`src/verilog/irq_pkg.sv`:
```
`default_nettype none
package irq_pkg;
   // ==========================================
   // isr numbering and fixed ranks
   localparam int         NUM_ISR       = 32;
   localparam int         NUM_RANKS     = 27;
   localparam int         REQ_W         = 25;
   localparam int         REQ_FIRST     = 2;
   localparam int         VEC_SHIFT     = 3;
   localparam logic [4:0] ISR_RESET     = 5'h00;
   localparam logic [4:0] ISR_NMI       = 5'h01;
   localparam logic [4:0] ISR_SEC_FIRST = 5'h10;
   localparam logic [4:0] ISR_SEC_LAST  = 5'h17;
   localparam logic [4:0] ISR_BUS_FAULT = 5'h18;
   localparam logic [4:0] ISR_DATALOG   = 5'h19;
   localparam logic [4:0] ISR_KERNEL    = 5'h1A;
   localparam logic [31:0] MASKABLE_MASK = 32'h07FF_FFFC;
   // index 0 holds the isr of rank 1 (highest)
   localparam logic [4:0] RANK_ISR [NUM_RANKS] = '{
      5'h00, 5'h01, 5'h18, 5'h02, 5'h10, 5'h03, 5'h04, 5'h05, 5'h11,
      5'h06, 5'h07, 5'h08, 5'h12, 5'h09, 5'h0A, 5'h0B, 5'h13, 5'h0C,
      5'h0D, 5'h14, 5'h15, 5'h0E, 5'h0F, 5'h16, 5'h17, 5'h19, 5'h1A};
   // ==========================================
   // register map (byte addresses)
   localparam logic [7:0] ADR_FLAG_LO  = 8'h00;
   localparam logic [7:0] ADR_FLAG_HI  = 8'h04;
   localparam logic [7:0] ADR_IER_LO   = 8'h08;
   localparam logic [7:0] ADR_IER_HI   = 8'h0C;
   localparam logic [7:0] ADR_TCE_LO   = 8'h10;
   localparam logic [7:0] ADR_TCE_HI   = 8'h14;
   localparam logic [7:0] ADR_BASE_PRI = 8'h18;
   localparam logic [7:0] ADR_BASE_SEC = 8'h1C;
   localparam logic [7:0] ADR_MODE     = 8'h20;
   localparam logic [7:0] ADR_DSP      = 8'h24;
   localparam logic [7:0] ADR_SSP      = 8'h28;
   localparam logic [7:0] ADR_SOFT     = 8'h2C;
   localparam int         MODE_GID     = 0;
   localparam int         MODE_DEBUG_EVENT_MASK    = 1;
   localparam int         MODE_EMU_REG_WRITE_ALLOW  = 2;
   localparam int         MODE_STACKS  = 3;
   localparam int         MODE_BUSY    = 4;
   localparam logic [2:0] MODE_RESET   = 3'h3;
   localparam int         SOFT_TRAP    = 5;
   localparam int         SOFT_PEND    = 6;
   localparam logic [1:0] STARTUP_CYCLES = 2'h3;
   // ==========================================
   // branch sequencer
   typedef enum logic [1:0] {ST_IDLE, ST_BRANCH, ST_FETCH, ST_SERVICE}
      seq_state_e;
endpackage
`default_nettype wire

```
`src/verilog/irq_rank_picker.sv`:
```
`timescale 1ns/1ps
`default_nettype none
module irq_rank_picker
   import irq_pkg::*;
(
   input  wire logic [31:0] cand_i,
   output logic             any_o,
   output logic [4:0]       win_o
);
   // ==========================================
   // fixed rank search
   // walk from lowest rank up so the best rank is assigned last
   always_comb begin
      any_o = 1'b0;
      win_o = ISR_RESET;
      for (int r = NUM_RANKS - 1; r >= 0; r--) begin
         if (cand_i[RANK_ISR[r]]) begin
            any_o = 1'b1; // RULE4
            win_o = RANK_ISR[r]; // RULE5 RULE6
         end
      end
   end
endmodule // irq_rank_picker
`default_nettype wire

```
`src/verilog/irq_vector_calc.sv`:
```
`timescale 1ns/1ps
`default_nettype none
module irq_vector_calc
   import irq_pkg::*;
#(
   parameter int BASE_W = 16
)(
   input  wire logic [4:0]        isr_i,
   input  wire logic [BASE_W-1:0] base_pri_i,
   input  wire logic [BASE_W-1:0] base_sec_i,
   output logic [BASE_W+7:0]      addr_o
);
   // ==========================================
   // vector address: base page plus isr times eight
   logic sec;
   assign sec = (isr_i >= ISR_SEC_FIRST) && (isr_i <= ISR_SEC_LAST);
   // one 8-bit offset per isr keeps all 32 entries distinct
   assign addr_o = {sec ? base_sec_i : base_pri_i, // RULE3
                    isr_i, 3'h0}; // RULE1 RULE2
   initial begin
      if (BASE_W < 1 || BASE_W > 16)
         $error("BASE_W must lie in 1..16");
   end
endmodule // irq_vector_calc
`default_nettype wire

```
`src/verilog/irq_vector_ctrl.sv`:
```
// Notes on behaviour
// RULE1 - thirty-two isrs, each with own vector
// RULE2 - vector is primary base plus isr times eight
// RULE3 - isrs 16 to 23 use secondary base
// RULE4 - simultaneous hardware requests served one by one
// RULE5 - reset, nmi, bus fault lead; datalog, kernel last
// RULE6 - middle ranks follow the fixed isr order
// RULE7 - isrs 27 to 31 software only
// RULE8 - isr0 reset, isr1 nmi or software
// RULE9 - maskable set: vectors 2-23 plus three events
// RULE10 - bus error raises isr 24
// RULE11 - datalog completion raises isr 25
// RULE12 - breakpoint or watchpoint raises isr 26
// RULE13 - flag latches until ack, clear or reset
// RULE14 - acknowledge needs enable bit set
// RULE15 - standard flow needs global disable clear
// RULE16 - branch flushes younger instructions only
// RULE17 - acknowledge clears the flag
// RULE18 - branch saves mode bits for return
// RULE19 - branch sets disable, debug mask; clears allow; the code leaves disable unchanged on a software trap
// RULE20 - disabled requests ignored; return resumes program
// RULE21 - emulation halt serves time-critical only
// RULE22 - software may run any maskable isr
// RULE23 - sources wait three cycles after reset
// RULE24 - nothing taken until both stacks written; the code takes isr 0 reset without them
// RULE25 - time-critical flow ignores global disable
// RULE26 - set beats clear in same cycle
`timescale 1ns/1ps
`default_nettype none
module irq_vector_ctrl
   import irq_pkg::*;
#(
   parameter int BASE_W = 16
)(
   input  wire logic              clk_i,
   input  wire logic              rst_i,
   input  wire logic [7:0]        wb_adr_i,
   input  wire logic [31:0]       wb_dat_i,
   input  wire logic [3:0]        wb_sel_i,
   input  wire logic              wb_we_i,
   input  wire logic              wb_cyc_i,
   input  wire logic              wb_stb_i,
   output logic [31:0]            wb_dat_o,
   output logic                   wb_ack_o,
   input  wire logic [21:0]       hw_irq_i,
   input  wire logic              bus_fault_irq_i,
   input  wire logic              datalog_done_irq_i,
   input  wire logic              kernel_event_irq_i,
   input  wire logic              nmi_n_i,
   input  wire logic              emu_halt_i,
   input  wire logic              reti_i,
   output logic                   flush_o,
   output logic                   ctx_save_o,
   output logic                   vector_valid_o,
   output logic [BASE_W+7:0]      vector_addr_o,
   output logic [4:0]             isr_num_o,
   output logic                   in_service_o,
   output logic                   global_irq_disable_o,
   output logic                   debug_event_mask_o,
   output logic                   emu_reg_write_allow_o
);
   initial begin
      if (BASE_W < 1 || BASE_W > 16)
         $error("BASE_W must lie in 1..16");
   end

   // byte-lane merge into a 16-bit register
   function automatic logic [15:0] merge16(input logic [15:0] old,
                                           input logic [31:0] d,
                                           input logic [3:0]  sel);
      merge16 = old;
      if (sel[0]) merge16[7:0] = d[7:0];
      if (sel[1]) merge16[15:8] = d[15:8];
   endfunction

   // ==========================================
   // declarations
   logic [REQ_W-1:0]  req_meta;
   logic [REQ_W-1:0]  req_sync;
   logic [REQ_W-1:0]  req_last;
   logic              nmi_meta;
   logic              nmi_sync;
   logic              nmi_last;
   logic [1:0]        start_cnt;
   logic              started;
   logic [31:0]       flag;
   logic [31:0]       ier;
   logic [31:0]       tce;
   logic [31:0]       set_vec;
   logic [31:0]       clr_sw;
   logic [31:0]       clr_ack;
   logic [31:0]       cand;
   logic [BASE_W-1:0] base_pri;
   logic [BASE_W-1:0] base_sec;
   logic [2:0]        mode;
   logic [2:0]        saved_mode;
   logic [15:0]       dsp;
   logic [15:0]       system_stack_ptr;
   logic              dsp_done;
   logic              ssp_done;
   logic              stacks_ready;
   logic              reset_pend;
   logic              nmi_pend;
   logic              sw_pend;
   logic [4:0]        sw_num;
   logic              sw_trap;
   logic              sw_ok;
   logic              hw_any;
   logic [4:0]        hw_win;
   logic              take;
   logic [4:0]        take_num;
   logic              take_maskable;
   logic              mask_gate;
   logic [4:0]        cur_num;
   logic [BASE_W+7:0] calc_addr;
   logic              wr;
   logic [31:0]       rd_data;
   seq_state_e        state;

   // ==========================================
   // request synchronisers and edge detect
   // pins and peripheral lines may be asynchronous, so two flops first
   always_ff @(posedge clk_i) begin
      if (rst_i) begin
         req_meta <= '0;
         req_sync <= '0;
         req_last <= '0;
         nmi_meta <= 1'b1;
         nmi_sync <= 1'b1;
         nmi_last <= 1'b1;
      end else begin
         req_meta <= {kernel_event_irq_i, datalog_done_irq_i,
                      bus_fault_irq_i, hw_irq_i};
         req_sync <= req_meta;
         req_last <= req_sync;
         nmi_meta <= nmi_n_i;
         nmi_sync <= nmi_meta;
         nmi_last <= nmi_sync;
      end
   end

   // requests before the startup window are not recognised
   always_ff @(posedge clk_i) begin
      if (rst_i)
         start_cnt <= '0;
      else if (start_cnt != STARTUP_CYCLES)
         start_cnt <= start_cnt + 2'h1;
   end
   assign started = (start_cnt == STARTUP_CYCLES); // RULE23

   // rising edges of vectors 2-23, bus fault, datalog, kernel event
   assign set_vec = {5'h00,
                     (req_sync & ~req_last) & {REQ_W{started}}, // RULE9
                     2'h0}; // RULE10 RULE11 RULE12

   // ==========================================
   // register bus slave
   assign wr = wb_cyc_i && wb_stb_i && wb_we_i && !wb_ack_o;

   // ack one cycle after the request, dropped the cycle after
   always_ff @(posedge clk_i) begin
      if (rst_i) begin
         wb_ack_o <= 1'b0;
         wb_dat_o <= '0;
      end else begin
         wb_ack_o <= wb_cyc_i && wb_stb_i && !wb_ack_o;
         wb_dat_o <= (wb_cyc_i && wb_stb_i && !wb_ack_o) ? rd_data : '0;
      end
   end

   // read mux; unmapped addresses read zero
   always_comb begin
      rd_data = '0;
      if (wb_adr_i == ADR_FLAG_LO)
         rd_data[15:0] = flag[15:0];
      else if (wb_adr_i == ADR_FLAG_HI)
         rd_data[15:0] = flag[31:16];
      else if (wb_adr_i == ADR_IER_LO)
         rd_data[15:0] = ier[15:0];
      else if (wb_adr_i == ADR_IER_HI)
         rd_data[15:0] = ier[31:16];
      else if (wb_adr_i == ADR_TCE_LO)
         rd_data[15:0] = tce[15:0];
      else if (wb_adr_i == ADR_TCE_HI)
         rd_data[15:0] = tce[31:16];
      else if (wb_adr_i == ADR_BASE_PRI)
         rd_data[BASE_W-1:0] = base_pri;
      else if (wb_adr_i == ADR_BASE_SEC)
         rd_data[BASE_W-1:0] = base_sec;
      else if (wb_adr_i == ADR_MODE)
         rd_data[MODE_BUSY:0] = {in_service_o, stacks_ready, mode};
      else if (wb_adr_i == ADR_DSP)
         rd_data[15:0] = dsp;
      else if (wb_adr_i == ADR_SSP)
         rd_data[15:0] = system_stack_ptr;
      else if (wb_adr_i == ADR_SOFT)
         rd_data[SOFT_PEND:0] = {sw_pend, sw_trap, isr_num_o};
   end

   // enable, time-critical enable and vector bases
   always_ff @(posedge clk_i) begin
      if (rst_i) begin
         ier <= '0;
         tce <= '0;
         base_pri <= '0;
         base_sec <= '0;
      end else if (wr) begin
         if (wb_adr_i == ADR_IER_LO)
            ier[15:0] <= merge16(ier[15:0], wb_dat_i, wb_sel_i)
                         & MASKABLE_MASK[15:0];
         else if (wb_adr_i == ADR_IER_HI)
            ier[31:16] <= merge16(ier[31:16], wb_dat_i, wb_sel_i)
                          & MASKABLE_MASK[31:16];
         else if (wb_adr_i == ADR_TCE_LO)
            tce[15:0] <= merge16(tce[15:0], wb_dat_i, wb_sel_i)
                         & MASKABLE_MASK[15:0];
         else if (wb_adr_i == ADR_TCE_HI)
            tce[31:16] <= merge16(tce[31:16], wb_dat_i, wb_sel_i)
                          & MASKABLE_MASK[31:16];
         else if (wb_adr_i == ADR_BASE_PRI)
            base_pri <= BASE_W'(merge16(16'(base_pri), wb_dat_i, wb_sel_i));
         else if (wb_adr_i == ADR_BASE_SEC)
            base_sec <= BASE_W'(merge16(16'(base_sec), wb_dat_i, wb_sel_i));
      end
   end

   // stack pointers; both must be written before anything but reset is taken
   always_ff @(posedge clk_i) begin
      if (rst_i) begin
         dsp <= '0;
         system_stack_ptr <= '0;
         dsp_done <= 1'b0;
         ssp_done <= 1'b0;
      end else if (wr && wb_adr_i == ADR_DSP) begin
         dsp <= merge16(dsp, wb_dat_i, wb_sel_i);
         dsp_done <= 1'b1;
      end else if (wr && wb_adr_i == ADR_SSP) begin
         system_stack_ptr <= merge16(system_stack_ptr, wb_dat_i, wb_sel_i);
         ssp_done <= 1'b1;
      end
   end
   assign stacks_ready = dsp_done && ssp_done; // RULE24

   // ==========================================
   // flags: write one to clear, hardware set wins
   always_comb begin
      clr_sw = '0;
      if (wr && wb_adr_i == ADR_FLAG_LO)
         clr_sw[15:0] = merge16(16'h0000, wb_dat_i, wb_sel_i);
      else if (wr && wb_adr_i == ADR_FLAG_HI)
         clr_sw[31:16] = merge16(16'h0000, wb_dat_i, wb_sel_i);
   end
   assign clr_ack = (take && take_maskable) ? (32'h1 << take_num) : '0;

   always_ff @(posedge clk_i) begin
      if (rst_i)
         flag <= '0; // RULE13
      else
         flag <= ((flag & ~(clr_sw | clr_ack)) | set_vec) // RULE17 RULE26
                 & MASKABLE_MASK;
   end

   // nonmaskable sources: reset after release, nmi pin falling edge
   always_ff @(posedge clk_i) begin
      if (rst_i) begin
         reset_pend <= 1'b1; // RULE8
         nmi_pend <= 1'b0;
      end else begin
         if (take && !sw_ok && take_num == ISR_RESET)
            reset_pend <= 1'b0;
         if (!nmi_sync && nmi_last && started)
            nmi_pend <= 1'b1;
         else if (take && !sw_ok && take_num == ISR_NMI)
            nmi_pend <= 1'b0;
      end
   end

   // software interrupt request; a second write while pending is dropped
   always_ff @(posedge clk_i) begin
      if (rst_i) begin
         sw_pend <= 1'b0;
         sw_num <= ISR_RESET;
         sw_trap <= 1'b0;
      end else if (wr && wb_adr_i == ADR_SOFT && wb_sel_i[0] && !sw_pend) begin
         sw_pend <= 1'b1; // RULE22
         sw_num <= wb_dat_i[4:0]; // RULE7
         sw_trap <= wb_dat_i[SOFT_TRAP];
      end else if (take && sw_ok) begin
         sw_pend <= 1'b0;
      end
   end

   // ==========================================
   // acknowledge decision
   // halted in emulation: time-critical bit replaces the global disable
   assign mask_gate = emu_halt_i ? 1'b1 : !mode[MODE_GID]; // RULE15 RULE25
   assign cand = {flag[31:2] & ier[31:2] // RULE14 RULE20
                  & (emu_halt_i ? tce[31:2] : '1) // RULE21
                  & {30{mask_gate && stacks_ready}},
                  nmi_pend && stacks_ready, reset_pend};

   irq_rank_picker u_picker (
      .cand_i (cand),
      .any_o  (hw_any),
      .win_o  (hw_win)
   );

   // software wins over hardware; software reset bypasses the stack gate
   assign sw_ok = sw_pend && (stacks_ready || sw_num == ISR_RESET);
   assign take = (state == ST_IDLE) && (sw_ok || hw_any);
   assign take_num = sw_ok ? sw_num : hw_win;
   assign take_maskable = !sw_ok && MASKABLE_MASK[take_num];

   // ==========================================
   // branch sequencer
   always_ff @(posedge clk_i) begin
      if (rst_i) begin
         state <= ST_IDLE;
      end else begin
         case (state)
            ST_IDLE: begin
               if (take)
                  state <= ST_BRANCH;
            end
            ST_BRANCH: begin
               state <= ST_FETCH;
            end
            ST_FETCH: begin
               state <= ST_SERVICE;
            end
            ST_SERVICE: begin
               if (reti_i)
                  state <= ST_IDLE; // RULE20
            end
            default: begin
               state <= ST_IDLE;
            end
         endcase
      end
   end

   // pipeline strobes, then the vector fetch address
   always_ff @(posedge clk_i) begin
      if (rst_i) begin
         flush_o <= 1'b0;
         ctx_save_o <= 1'b0;
         vector_valid_o <= 1'b0;
         vector_addr_o <= '0;
         isr_num_o <= ISR_RESET;
         cur_num <= ISR_RESET;
         in_service_o <= 1'b0;
      end else begin
         flush_o <= take; // RULE16
         ctx_save_o <= take; // RULE18
         vector_valid_o <= (state == ST_BRANCH);
         if (state == ST_BRANCH)
            vector_addr_o <= calc_addr; // RULE2
         if (take) begin
            isr_num_o <= take_num;
            cur_num <= take_num;
            in_service_o <= 1'b1;
         end else if (state == ST_SERVICE && reti_i) begin
            in_service_o <= 1'b0;
         end
      end
   end

   irq_vector_calc #(.BASE_W(BASE_W)) u_vec (
      .isr_i      (cur_num),
      .base_pri_i (base_pri),
      .base_sec_i (base_sec),
      .addr_o     (calc_addr)
   );

   // ==========================================
   // mode bits: forced on branch (disable bit left as is on a software trap), restored on return
   always_ff @(posedge clk_i) begin
      if (rst_i) begin
         mode <= MODE_RESET;
         saved_mode <= MODE_RESET;
      end else if (take) begin
         saved_mode <= mode; // RULE18
         if (!(sw_ok && sw_trap))
            mode[MODE_GID] <= 1'b1; // RULE19
         mode[MODE_DEBUG_EVENT_MASK] <= 1'b1;
         mode[MODE_EMU_REG_WRITE_ALLOW] <= 1'b0;
      end else if (state == ST_SERVICE && reti_i) begin
         mode <= saved_mode;
      end else if (wr && wb_adr_i == ADR_MODE && wb_sel_i[0]) begin
         mode <= wb_dat_i[2:0];
      end
   end
   assign global_irq_disable_o = mode[MODE_GID];
   assign debug_event_mask_o = mode[MODE_DEBUG_EVENT_MASK];
   assign emu_reg_write_allow_o = mode[MODE_EMU_REG_WRITE_ALLOW];
endmodule // irq_vector_ctrl
`default_nettype wire

```
`config.mk`:
```
export PLATFORM = sky130hd
export DESIGN_NAME = irq_vector_ctrl
export DESIGN_NICKNAME = d
export VERILOG_FILES = /design/src/verilog/irq_pkg.sv /design/src/verilog/irq_rank_picker.sv /design/src/verilog/irq_vector_calc.sv /design/src/verilog/irq_vector_ctrl.sv
export SDC_FILE = /design/constraint.sdc
export NUM_CORES = 1
export LEC_CHECK = 0
export BUFFER_PORTS_ARGS = -buffer_cell sky130_fd_sc_hd__buf_2
export CORE_MARGIN = 3
export CORE_UTILIZATION = 45
export DETAILED_ROUTE_END_ITERATION = 6
export PLACE_DENSITY = 0.62
export SYNTH_ARGS = -nofsm -noshare
export SYNTH_HDL_FRONTEND = slang
export SYNTH_HIERARCHICAL = 1
export SYNTH_SLANG_ARGS = --single-unit
export TNS_END_PERCENT = 50
```
`constraint.sdc`:
```
create_clock -name clk_i -period 6.4 [get_ports clk_i]
set_clock_uncertainty 0.1 [all_clocks]
set_input_delay 1.28 -clock clk_i [delete_from_list [all_inputs] [get_ports clk_i]]
set_output_delay 1.28 -clock clk_i [all_outputs]
set_load 0.02 [all_outputs]
```
* After elaboration in Yosys (flattened, before gate mapping)
Memory sizes are Yosys's and may differ from the RTL's.
Index checks and enable logic that the tools add are counted.
** Cells by class
- $add $sub $neg :: 1
- Multipliers :: 0
- Div/mod/pow operators :: 0
- Order comparisons :: 3
- Equality and inequality tests :: 20
- Shift operators :: 1
- Muxes and demuxes :: 92
- Bitwise gates (word level) :: 17
- Reductions and logical operators :: 66
** Operators by type and width (count)
- 2-to-1 mux 16 bit :: 11
- 2-to-1 mux 5 bit :: 29
- bitwise AND 25 bit :: 5
- OR 27 bit :: 2
- 2-to-1 mux 1 bit :: 37
- 2-to-1 mux 11 bit :: 3
- == test 8 x 5 -> 1 bit, second input constant :: 4
- == test 8 x 6 -> 1 bit, second input constant :: 4
- logical AND 1 bit :: 29
- bitwise AND 27 bit :: 1
- 2-to-1 mux 27 bit :: 1
- inverter 27 bit :: 1
- left shift 1 x 5 -> 27 bit, first input constant :: 1
- 2-to-1 mux 25 bit :: 1
- inverter 25 bit :: 1
- == test 8 x 4 -> 1 bit, second input constant :: 2
- 2-to-1 mux 8 bit :: 2
- AND reduction 8 bit :: 2
- 2-to-1 mux 7 bit :: 2
- AND reduction 7 bit :: 2
- AND reduction 3 bit :: 4
- AND reduction 6 bit :: 2
- zero test 5 bit :: 2
- AND reduction 2 bit :: 5
- other kinds (23) :: 47
** Storage, ports and cells
- Register bits after elaboration :: 300
- Bits in latches :: 0
- Memory bits (writable) :: 0
- ROM bits :: 32
- Bits of input ports :: 77
- Output and inout bits :: 69
- Logic and storage cells :: 244
- Memories kept :: 1
** Memories
- (name not given) :: words 32, width 1, rd ports 1, clocked after Yosys merged registers in 0, wr ports 0, RTL line irq_vector_ctrl.sv:312 : assign take_maskable = !sw_ok && MASKABLE_MASK[take_num];

* Logic depth before layout (Yosys ltp)
Gate-level depths: netlist of run 1.
- Depth in word-level cells :: 41
- Gate-level depth with buffers :: 13
- Mapped depth without buffers :: 12

* By module
Netlist of run 1, hierarchy kept.
** Modules (own cells, without submodules)
- irq_vector_ctrl :: times used 1, cells an instance 1378, area each 12185.4 µm², sequential area each 5745.5 µm²
- irq_rank_picker :: times used 1, cells an instance 64, area each 379.1 µm², sequential area each 0.0 µm²
- irq_vector_calc :: times used 1, cells an instance 28, area each 326.6 µm², sequential area each 0.0 µm²

* Worst setup path after synthesis of run 1
Ideal clock, no wire load.
- Path type :: input to register
- From :: in emu_halt_i
- To :: reg flag[11]
- Library setup time :: 0.132 ns
- Arrival :: 4.009 ns
- Data required time :: 6.168 ns
- Path slack :: 2.159 ns
- Stages on the path :: 13
- Buffers on the path :: 1
- Cells stage by stage :: clkinv_1 > a21oi_1 > clkbuf_1 > o2111a_1 > nand2b_1 > o2111ai_1 > and3_1 > o21ai_0 > nand2b_1 > and2_1 > a221o_1 > o211ai_1 > a21oi_1
** On the way
- Elaborated cells between the ends (all ways) :: 72
- Classes of those cells :: 1 x shift; 59 x mux; 6 x bitwise; 5 x reduce/logical; 1 x memory
** RTL lines
- from (decl) :: RTL line irq_vector_ctrl.sv:50 : input wire logic emu_halt_i,
- 2-to-1 mux 25 bit or 2-to-1 mux 1 bit (tied branches) :: RTL line irq_vector_ctrl.sv:298, irq_vector_ctrl.sv:296
- bitwise AND 25 bit or logical AND 1 bit (tied branches) :: RTL line irq_vector_ctrl.sv:298, irq_vector_ctrl.sv:299
- bitwise AND 25 bit (*) :: RTL line irq_vector_ctrl.sv:299 : & {30{mask_gate && stacks_ready}},
- named net cand[18] :: RTL line irq_vector_ctrl.sv:92 : logic [31:0] cand;
- 2-to-1 mux 5 bit (*) (13 in series) :: RTL line irq_rank_picker.sv:17 : if (cand_i[RANK_ISR[r]]) begin
- named net hw_win[1] :: RTL line irq_vector_ctrl.sv:109 : logic [4:0] hw_win;
- 2-to-1 mux 5 bit (*) :: RTL line irq_vector_ctrl.sv:311 : assign take_num = sw_ok ? sw_num : hw_win;
- memory read (32 x 1 bit)
- 2-to-1 mux 1 bit (not written as such) :: RTL line irq_vector_ctrl.sv:312
- logical AND 1 bit :: RTL line irq_vector_ctrl.sv:312
- logical AND 1 bit :: RTL line irq_vector_ctrl.sv:253 : assign clr_ack = (take && take_maskable) ? (32'h1 << take_num) : '0;
- 2-to-1 mux 27 bit (*) :: RTL line irq_vector_ctrl.sv:253
- OR 27 bit (*) :: RTL line irq_vector_ctrl.sv:259 : flag <= ((flag & ~(clr_sw | clr_ack)) | set_vec)
- inverter 27 bit (*) :: RTL line irq_vector_ctrl.sv:259
- bitwise AND 27 bit (*) :: RTL line irq_vector_ctrl.sv:259
- OR 27 bit (*) :: RTL line irq_vector_ctrl.sv:259
- to (signal assigned) :: RTL line irq_vector_ctrl.sv:259
- to (decl) :: RTL line irq_vector_ctrl.sv:86 : logic [31:0] flag;
Mark *: on every way through the listed nets, which the timed path passes. The rest lies on a longest branch. The select of a mux whose other input is x is not followed.
A chain may end at the register's enable or synchronous reset.

* Worst setup path after layout of run 1
- From :: in emu_halt_i
- To :: reg flag[3]
Same word-level chain as after synthesis.

==> results of run 1 <==
area by class of cell:
cell class | instances | area, um2
fillers | 2679 | 13500
multi-input cells | 1055 | 6520
flip-flops and latches | 287 | 5750
clock buffers | 39 | 816
repair buffers | 133 | 729
well taps | 378 | 473
clock inverters | 15 | 159
inverters | 18 | 67.6
kinds of logic (layout without fill, tap and decap cells):
logic type | Yosys count | in the layout | synth area share
other | 2 | 19 | 0.000583
adder cells (fa/ha/maj) | 6 | 6 | 0.00582
AND/OR/NAND/NOR | 603 | 603 | 0.235
buffers and inverters | 145 | 205 | 0.0545
XOR/XNOR | 1 | 1 | 0.000680
multiplexers | 102 | 102 | 0.0877
flip-flops | 287 | 287 | 0.446
AO/OA/AOI/OAI | 324 | 324 | 0.170
routing by layer:
metal	GRT usage	vias up	share of wire
li1	-	5273	-
met1	0.333	5144	0.45
met2	0.358	449	0.44
met3	0.0413	73	0.088
met4	0.0685	4	0.026
met5	0	-	0.00056
synth_stat cells, types with 21 or more instances:
cell type  count  share of area
dfxtp_1      287           0.45
clkbuf_1      71          0.021
o21ai_0       34          0.013
o211ai_1      24          0.014
a21oi_1      124          0.048
nor3_1        21         0.0082
o2111a_1      25          0.022
nor2_1       117          0.034
nand3b_1      26          0.015
nand2_1      192          0.056
nor2b_1       80          0.039
nand3_1       88          0.034
mux2i_1       80          0.062
buf_4         29          0.017
flip-flops by register name, indices dropped and copies added (netlist names), 5 cells and up:
register and count:
flag 25, ier 25, req_last 25, req_meta 25
req_sync 25, tce 25, vector_addr_o 24, base_pri 16
base_sec 16, dsp 16, system_stack_ptr 16, wb_dat_o 16
cur_num 5, sw_num 5
power groups by stage:
stage | combinational [mW] | sequential (mW) | clock, mW
after floorplan | 0.396 | 1.95 | 0
after global placement | 0.520 | 1.94 | 0
after detailed placement | 0.527 | 1.94 | 0
after CTS | 0.529 | 1.90 | 1.76
after global routing | 0.572 | 1.91 | 1.83
final | 0.523 | 1.90 | 1.72
worst max-delay path: cells and delay by family:
family	cells	cell delay, ns
AOI/OAI and AO/OA	7	2.08
and+or+nand+nor	4	0.76
buffers and inverters	3	0.86
path summary, 6_finish.rpt:
check	startpoint	endpoint	slack [ns]	cells after the start
max reg2reg	dsp_done$_SDFFE_PP0P_	flag[3]$_SDFF_PP0_	2.24	13
max	emu_halt_i	flag[3]$_SDFF_PP0_	1.70	14
min	nmi_meta$_SDFF_PP1_	nmi_sync$_SDFF_PP1_	0.31	1
min reg2reg	nmi_meta$_SDFF_PP1_	nmi_sync$_SDFF_PP1_	0.31	1
per-stage QoR:
stage / area (um2) / worst slack (ns) / util
finish: 14500 / 1.70 / 0.518
global route: 14500 / 1.45 / 0.518
CTS: 14500 / 1.76 / 0.518
detailed placement: 13500 / 1.20 / 0.483
global placement: 13500 / 1.27 / 0.483
floorplan: 13000 / 2.16 / -
==> flow_summary.toml, run 1 <==
[outcome]
status = "completed"

[critical_path]
cp-start-kind = "primary input"
cp-end-kind = "register"
path_cells = "buf_2 > clkinv_1 > a21oi_1 > buf_4 > o2111a_1 > nand2b_1 > o2111ai_1 > and3_1 > o21ai_0 > nand2b_1 > and2_1 > a221o_1 > o211ai_1 > a21oi_1"
worstPathMaxFanout = 25
slowest_delay_ns = 0.48
worstSetupPathType = "primary input to register"
cp_data_arrival_time_ns = 4.99
cp_slowest_cell = "a221o_1"
crit_required_ns = 6.70

[power_and_ir_drop]
p_leak_nw = 5.76
share_comb_of_total_power = 0.126
net-switching-power_mw = 1.10
cellPowerDensity_mw_per_mm2 = 286
ir_drop_v = 0.000161
p_clk_frac = 0.415
p_sw_frac = 0.265
cellInternalPower_mw = 3.05
p_total_mw = 4.15
seq_power_share = 0.459

[route]
drtIter0Drc = 1052
first_pass_iters = 5
drt-vias-per-instance = 5.68
drc = 0
vias = 10900
wl_per_cell_um = 19.3
ant_nets = 0
wl_um = 37200

[cts]
cts.sinks = 287
htreeDepth = 1
clkTransAtPathRegs_ns = 0.06
cts_tree = "built"
postCtsResizedCells = 0
cts_setup_buffers = 0
cts-root-buf = "clkbuf_16"
numCtsBuffers = 30
clock_latency_ns = 0.55
cts_hold_buf = 0
ctsLongestPathBuffers = 3

[final_layout]
antennaDiodeCount = 0
nNetsFinal = 1608
layout_commonest_cell = "dfxtp_1"
fin_cells = 1925
syn_to_final_growth_pct = 12.5
drive_gt1_frac = 0.152
layout_common_cells = "dfxtp_1 (287), nand2_1 (192), a21oi_1 (124)"

[global_routing]
antenna_found_initial = 2
grt_max_degree = 110
grt_pass1_vias = 10100
grt_pass1_wl_um = 57400
overflow = 0
grt_usage = 0.232

[timing]
period_share = 0.734
final.setup.tns_ns = 0
rsz0062_at_grt = "false"
fin_crit_ns = 4.70
tightest_slew_ns = 1.09
fmax_mhz = 213
hold_ws_ns = 0.313
max-slew-margin-rel = 0.273
hold_viol_final = 0
maxSlewViolCount = 0
setup_viol = 0

[placement]
hpwl_um = 26100
io_buffers = 111
gp_congestion = 0.922
dp.cells = 1871

[synth]
synth-seq-cells = 287
synthArstFlopShare = 0
yosysSeqAreaShare = 0.446
syn_inst = 1470
syn_area_mm2 = 0.0129
syn_avg_cell_area_um2 = 8.77
yosysUniqueCellTypes = 81
synth-warning-count = 6
synth_edf_count = 0
yosys_most_used_dff = "dfxtp_1"

[floorplanning]
fp.dieW_um = 175
io_pins = 146
design.die.area_mm2 = 0.0307
start_util = 0.460
rows = 61
design.core.area_mm2 = 0.0280
die_y_um = 175

[hold_path]
worst_hold_path_type = "register to register"

[flow_run]
drv_cap = 0
No activity file was read; power rests on OpenSTA's default activity.
==> inputs of run 2 (changes only) <==
clock period = 4.6 ns   (was 6.4 ns; I/O delays follow)
==> run 2 against run 1 <==
Design area grew 1.2%. Final cell count up 1.1%. Die area did not move. Largest power group unchanged. Setup slack lost 0.88 ns.
==> flow_summary.toml, run 2 (synthesis results as in run 1) <==
[final_layout]
layout_common_cells = "dfxtp_1 (287), nand2_1 (192), a21oi_1 (124)"
register_area_mm2 = 0.00575
final.fill_count = 2657
fin_cells = 1946
drive_gt1_frac = 0.166
layout_commonest_cell = "dfxtp_1"
antennaDiodeCount = 0
syn_to_final_growth_pct = 13.9
nNetsFinal = 1627
multiInputGateArea_mm2 = 0.00652

[timing]
fin_crit_ns = 3.78
tightest_slew_ns = 0.924
maxSlewViolCount = 0
setup_viol = 0
max-slew-margin-rel = 0.384
fmax_mhz = 265
period_share = 0.821
rsz0062_at_grt = "false"
hold_viol_final = 0
hold_ws_ns = 0.313
final.setup.tns_ns = 0

[critical_path]
cp-end-kind = "register"
slowest_delay_ns = 0.48
ff2ff_setup_slack_ns = 0.98
cp_data_arrival_time_ns = 4.09
r2r_start = "dsp_done$_SDFFE_PP0P_"
cp-start-kind = "primary input"
cp-startpoint = "emu_halt_i"
path_cells = "buf_2 > clkinv_1 > a21oi_1 > buf_4 > buf_4 > o2111a_1 > nor2b_1 > o2111ai_1 > and3_1 > o21ai_0 > nand2b_1 > and2_1 > a221o_1 > o221ai_1 > a21oi_1"
rr_endpoint = "flag[20]$_SDFF_PP0_"
worstSetupPathType = "primary input to register"
crit_required_ns = 4.91
cp_slowest_cell = "a221o_1"
worstPathMaxFanout = 19
reg2regPathDepth = 14
endpoint = "flag[26]$_SDFF_PP0_"

[route]
wl_met1_um = 17300
vias = 11000
drc = 0
route.top_layer_used = "met4"
drt-vias-per-instance = 5.65
first_pass_iters = 5
wl_met2_um = 16600
met3_length_um = 2560
ant_nets = 0
wl_um = 37500
wl_per_cell_um = 19.3
drtIter0Drc = 1077

[floorplanning]
design.core.area_mm2 = 0.0280
fp.dieW_um = 175
start_util = 0.460
io_pins = 146
die_y_um = 175
design.die.area_mm2 = 0.0307
rows = 61

[global_routing]
grt_usage = 0.239
grt_pass1_wl_um = 59200
antenna_found_initial = 0
grt_pass1_vias = 10300
grt_max_degree = 114
overflow = 0

[placement]
gp_congestion = 0.901
dp.cells = 1889
hpwl_um = 26900
io_buffers = 111

[power_and_ir_drop]
p_total_mw = 5.82
ir_drop_v = 0.000259
cellPowerDensity_mw_per_mm2 = 397
p_leak_nw = 5.85

[cts]
cts.sinks = 287
ctsLongestPathBuffers = 3
numCtsBuffers = 31
cts_tree = "built"
cts-root-buf = "clkbuf_16"
cts_setup_buffers = 0
clkTransAtPathRegs_ns = 0.07
cts_hold_buf = 0
clock_latency_ns = 0.57
postCtsResizedCells = 0
htreeDepth = 1

[flow_run]
drv_cap = 0

[outcome]
status = "completed"

[hold_path]
worst_hold_path_type = "register to register"
==> run 2: worst min path at each step <==
stage                               end  cells after the start           startpoint
CTS                 nmi_sync$_SDFF_PP1_                      1  nmi_meta$_SDFF_PP1_
global route        nmi_sync$_SDFF_PP1_                      1  nmi_meta$_SDFF_PP1_
finish              nmi_sync$_SDFF_PP1_                      1  nmi_meta$_SDFF_PP1_
floorplan           nmi_sync$_SDFF_PP1_                      1  nmi_meta$_SDFF_PP1_
global placement    nmi_sync$_SDFF_PP1_                      1  nmi_meta$_SDFF_PP1_
detailed placement  nmi_sync$_SDFF_PP1_                      1  nmi_meta$_SDFF_PP1_
==> run 2: metal layers <==
metal / track usage / vias up
li1: - / 5329
met1: 0.349 / 5167
met2: 0.373 / 427
met3: 0.0290 / 74
met4: 0.0708 / 0
met5: 0 / -
==> run 2: metrics by stage <==
step           setup slack [ns]  instance area (um2)   util
6_report                  0.824                14700  0.524
5_1_grt                   0.603                14700  0.524
4_1_cts                   0.820                14700  0.524
3_5_place_dp              0.232                13700  0.488
3_3_place_gp              0.315                13700  0.488
2_1_floorplan             0.719                13000      -
==> run 2: power breakdown <==
part,internal (mW),leakage (nW),switching (mW),total (mW)
registers,2.57,2.33,0.0740,2.64
logic,0.264,3.05,0.468,0.732
clock network,1.40,0.477,1.05,2.45
total,4.23,5.85,1.59,5.82
==> run 2: critical path: cells and delay by family <==
kind	cells	cell delay (ns)
AOI/OAI and AO/OA	7	1.72
buffers and inverters	4	0.73
and+or+nand+nor	4	0.70
==> run 2: final cells by class <==
type                       count  area share
tap                          378      0.0322
multi-input combinational   1055       0.444
sequential                   287       0.391
clock buffer                  40      0.0592
timing repair buffer         151      0.0589
inverter                      18     0.00460
clock inverter                17     0.00989
==> inputs of run 3 (changes only) <==
ABC_AREA = 1   (was unset)
PLACE_DENSITY = 0.64   (was 0.62)
clock period = 3.2 ns   (was 4.6 ns; I/O delays follow)
==> run 3 against run 2 <==
The flow now finishes with violations (setup timing). Wire length increased by 0.71%. Final cell count increased by 18%. Core utilization up 3.4 points. Sequential power up 47%. Global-route usage fell by 0.17 points. Die area up 0.47%. Sequential share of layout area down 2.5 points. First-iteration DRC count grew 4.9%. Power rose by 52%. Flip-flop and latch count is the same. Synthesized cell count increased by 18%. Synthesized area increased by 0.49%. Critical endpoint is now flag[21]$_SDFF_PP0_. Largest power group unchanged.
==> flow_summary.toml, run 3 <==
[power_and_ir_drop]
cellPowerDensity_mw_per_mm2 = 566
net-switching-power_mw = 2.41
p_clk_frac = 0.421
p_sw_frac = 0.272
share_comb_of_total_power = 0.141
cellInternalPower_mw = 6.47
p_total_mw = 8.88
seq_power_share = 0.438
p_leak_nw = 6.77
ir_drop_v = 0.000451

[outcome]
status = "complete, but fails checks"
violations = "setup timing"

[timing]
tightest_slew_ns = 1.14
setup_viol = 23
hold_ws_ns = 0.160
max-slew-margin-rel = 0.241
setup_ws_ns = -0.0965
maxSlewViolCount = 0
fin_crit_ns = 3.30
hold_viol_final = 0
fmax_mhz = 303
period_share = 1.03
rsz0062_at_grt = "true"

[route]
wl_per_cell_um = 16.4
ant_nets = 0
drc = 0
drtIter0Drc = 1130
vias = 12000
first_pass_iters = 6
drt-vias-per-instance = 5.20
wl_um = 37800

[synth]
yosysUniqueCellTypes = 52
yosysTopAreaCell = "dfxtp_1"
synth_top_area_frac = 0.444
yosys_most_used_dff = "dfxtp_1"
syn_avg_cell_area_um2 = 7.49
yosysSeqAreaShare = 0.444
synth_edf_count = 0
synth-warning-count = 6
synthArstFlopShare = 0
syn_area_mm2 = 0.0130
yosys-top-cells-area = "dfxtp_1 (44%), o21ai_0 (7.3%), nand2_1 (6.9%), inv_1 (6.5%), nor2_1 (6.4%)"
synth_common_cells = "dfxtp_1 (287), nand2_1 (239), inv_1 (225)"
yosysMostFrequentCell = "dfxtp_1"
syn_inst = 1730
synth-seq-cells = 287

[final_layout]
register_area_mm2 = 0.00575
antennaDiodeCount = 0
syn_to_final_growth_pct = 21.0
drive_gt1_frac = 0.230
layout_commonest_cell = "dfxtp_1"
layout_common_cells = "dfxtp_1 (284), nand2_1 (224), inv_1 (222)"
finish.utilization = 0.558
multiInputGateArea_mm2 = 0.00598
final.fill_count = 2720
nNetsFinal = 1981

[critical_path]
worstPathMaxFanout = 9
cp_data_arrival_time_ns = 3.68
ff2ff_setup_slack_ns = -0.1
cp-start-kind = "register"
rr_endpoint = "flag[21]$_SDFF_PP0_"
crit_required_ns = 3.58
reg2regPathDepth = 24
cp-end-kind = "register"
endpoint = "flag[21]$_SDFF_PP0_"
worstSetupPathType = "register to register"
r2r_start = "mode[0]$_SDFFE_PP1P_"
cp-startpoint = "mode[0]$_SDFFE_PP1P_"

[floorplanning]
fp.dieW_um = 176
design.core.area_mm2 = 0.0281
rows = 61
design.die.area_mm2 = 0.0309
io_pins = 146
start_util = 0.461
die_y_um = 176

[cts]
cts.sinks = 287
cts_tree = "built"
clkTransAtPathRegs_ns = 0.06
numCtsBuffers = 31
ctsLongestPathBuffers = 3
cts-root-buf = "clkbuf_16"
clock_latency_ns = 0.58
cts_hold_buf = 0
htreeDepth = 1

[global_routing]
grt_pass1_vias = 10800
grt_usage = 0.237
grt_max_degree = 152
grt_pass1_wl_um = 59200
antenna_found_initial = 0
overflow = 0

[placement]
hpwl_um = 27200
place_ws_ns = -0.587
gp_congestion = 0.918
io_buffers = 111

[hold_path]
worst_hold_path_type = "primary input to register"
hold_start = "nmi_n_i"

[flow_run]
drv_cap = 0
run 3: cell count changes after synthesis, sizes merged, moves of 17 or more:
cell,change
o211ai,-17
o2111a,-25
inv,+219
nand3b,-24
mux2i,-80
nand2,+71
a22oi,-17
mux2,-18
a21oi,+55
nor2b,-80
o21ai,+161
clkbuf,-20
a221oi,+17
nor2,+126
run 3: cells by family after synthesis:
kind of cell,Yosys count,synth area share
XOR/XNOR,1,0.000676
flip-flops,287,0.444
AO/OA/AOI/OAI,469,0.206
AND/OR/NAND/NOR,622,0.226
other,2,0.000580
adder cells (fa/ha/maj),6,0.00579
buffers and inverters,343,0.117
run 3: layout make-up:
class | instances | area share
clock buffer | 45 | 0.0573
clock inverter | 12 | 0.0114
inverter | 238 | 0.0577
multi-input combinational | 1118 | 0.381
sequential | 287 | 0.367
tap | 378 | 0.0302
timing repair buffer | 222 | 0.0955
run 3: power groups by stage:
stage	logic, mW	clock network (mW)	registers [mW]
after detailed placement	1.23	0	3.96
final	1.25	3.74	3.89
after global placement	1.21	0	3.95
after global routing	1.39	3.93	3.91
after CTS	1.25	3.79	3.89
after floorplan	0.637	0	4.11
run 3: what timing repair did:
action | CTS | global route
pin swaps | 16 | 16
cloned | 2 | 0
resized for setup | 39 | 24
buffers inserted | 8 | 0
endpoints found under the setup margin | 27 | 40
run 3: worst min-delay path by stage:
stage	end	slack, ns	cells after the start
after global routing	nmi_meta$_SDFF_PP1_	0.14	2
final	nmi_meta$_SDFF_PP1_	0.16	2
after CTS	nmi_meta$_SDFF_PP1_	0.14	2
after floorplan	req_sync[0]$_SDFF_PP0_	0.29	2
after detailed placement	req_sync[11]$_SDFF_PP0_	0.29	2
after global placement	nmi_sync$_SDFF_PP1_	0.29	1
run 3: metrics by stage:
stage | setup TNS [ns] | std cells | instance area (um2)
after global routing | -7.52 | 2300 | 15700
final | -1.52 | 2300 | 15700
after global placement | -16.73 | 2233 | 14300
after CTS | -0.813 | 2300 | 15600
after floorplan | -0.00796 | 1747 | 13100
after detailed placement | -16.49 | 2233 | 14300
run 3: routing by layer:
metal,vias to the layer above,wire [um],share of wire,GRT usage
met5,-,0,0,0
met1,5458,17100,0.45,0.343
li1,5935,-,-,-
met4,0,1160,0.031,0.0693
met2,482,16500,0.44,0.374
met3,78,2990,0.079,0.0288
run 3: critical path, stage by stage (launching register included):
cell and delay (ns):
dfxtp_2 0.35, inv_4 0.07, o21bai_4 0.28, buf_6 0.14
a211oi_1 0.04, buf_4 0.17, nor2_4 0.12, nand2_1 0.06
inv_1 0.07, nand2_1 0.06, nand3_1 0.08, a21oi_1 0.07
o21ai_1 0.16, nand2_1 0.07, a21oi_1 0.14, o211a_1 0.29
nand2_8 0.08, nand2_8 0.11, nand2_4 0.08, nand2_4 0.06
nand3_4 0.15, buf_12 0.19, nand3_2 0.07, nand2_2 0.05
a21oi_2 0.12
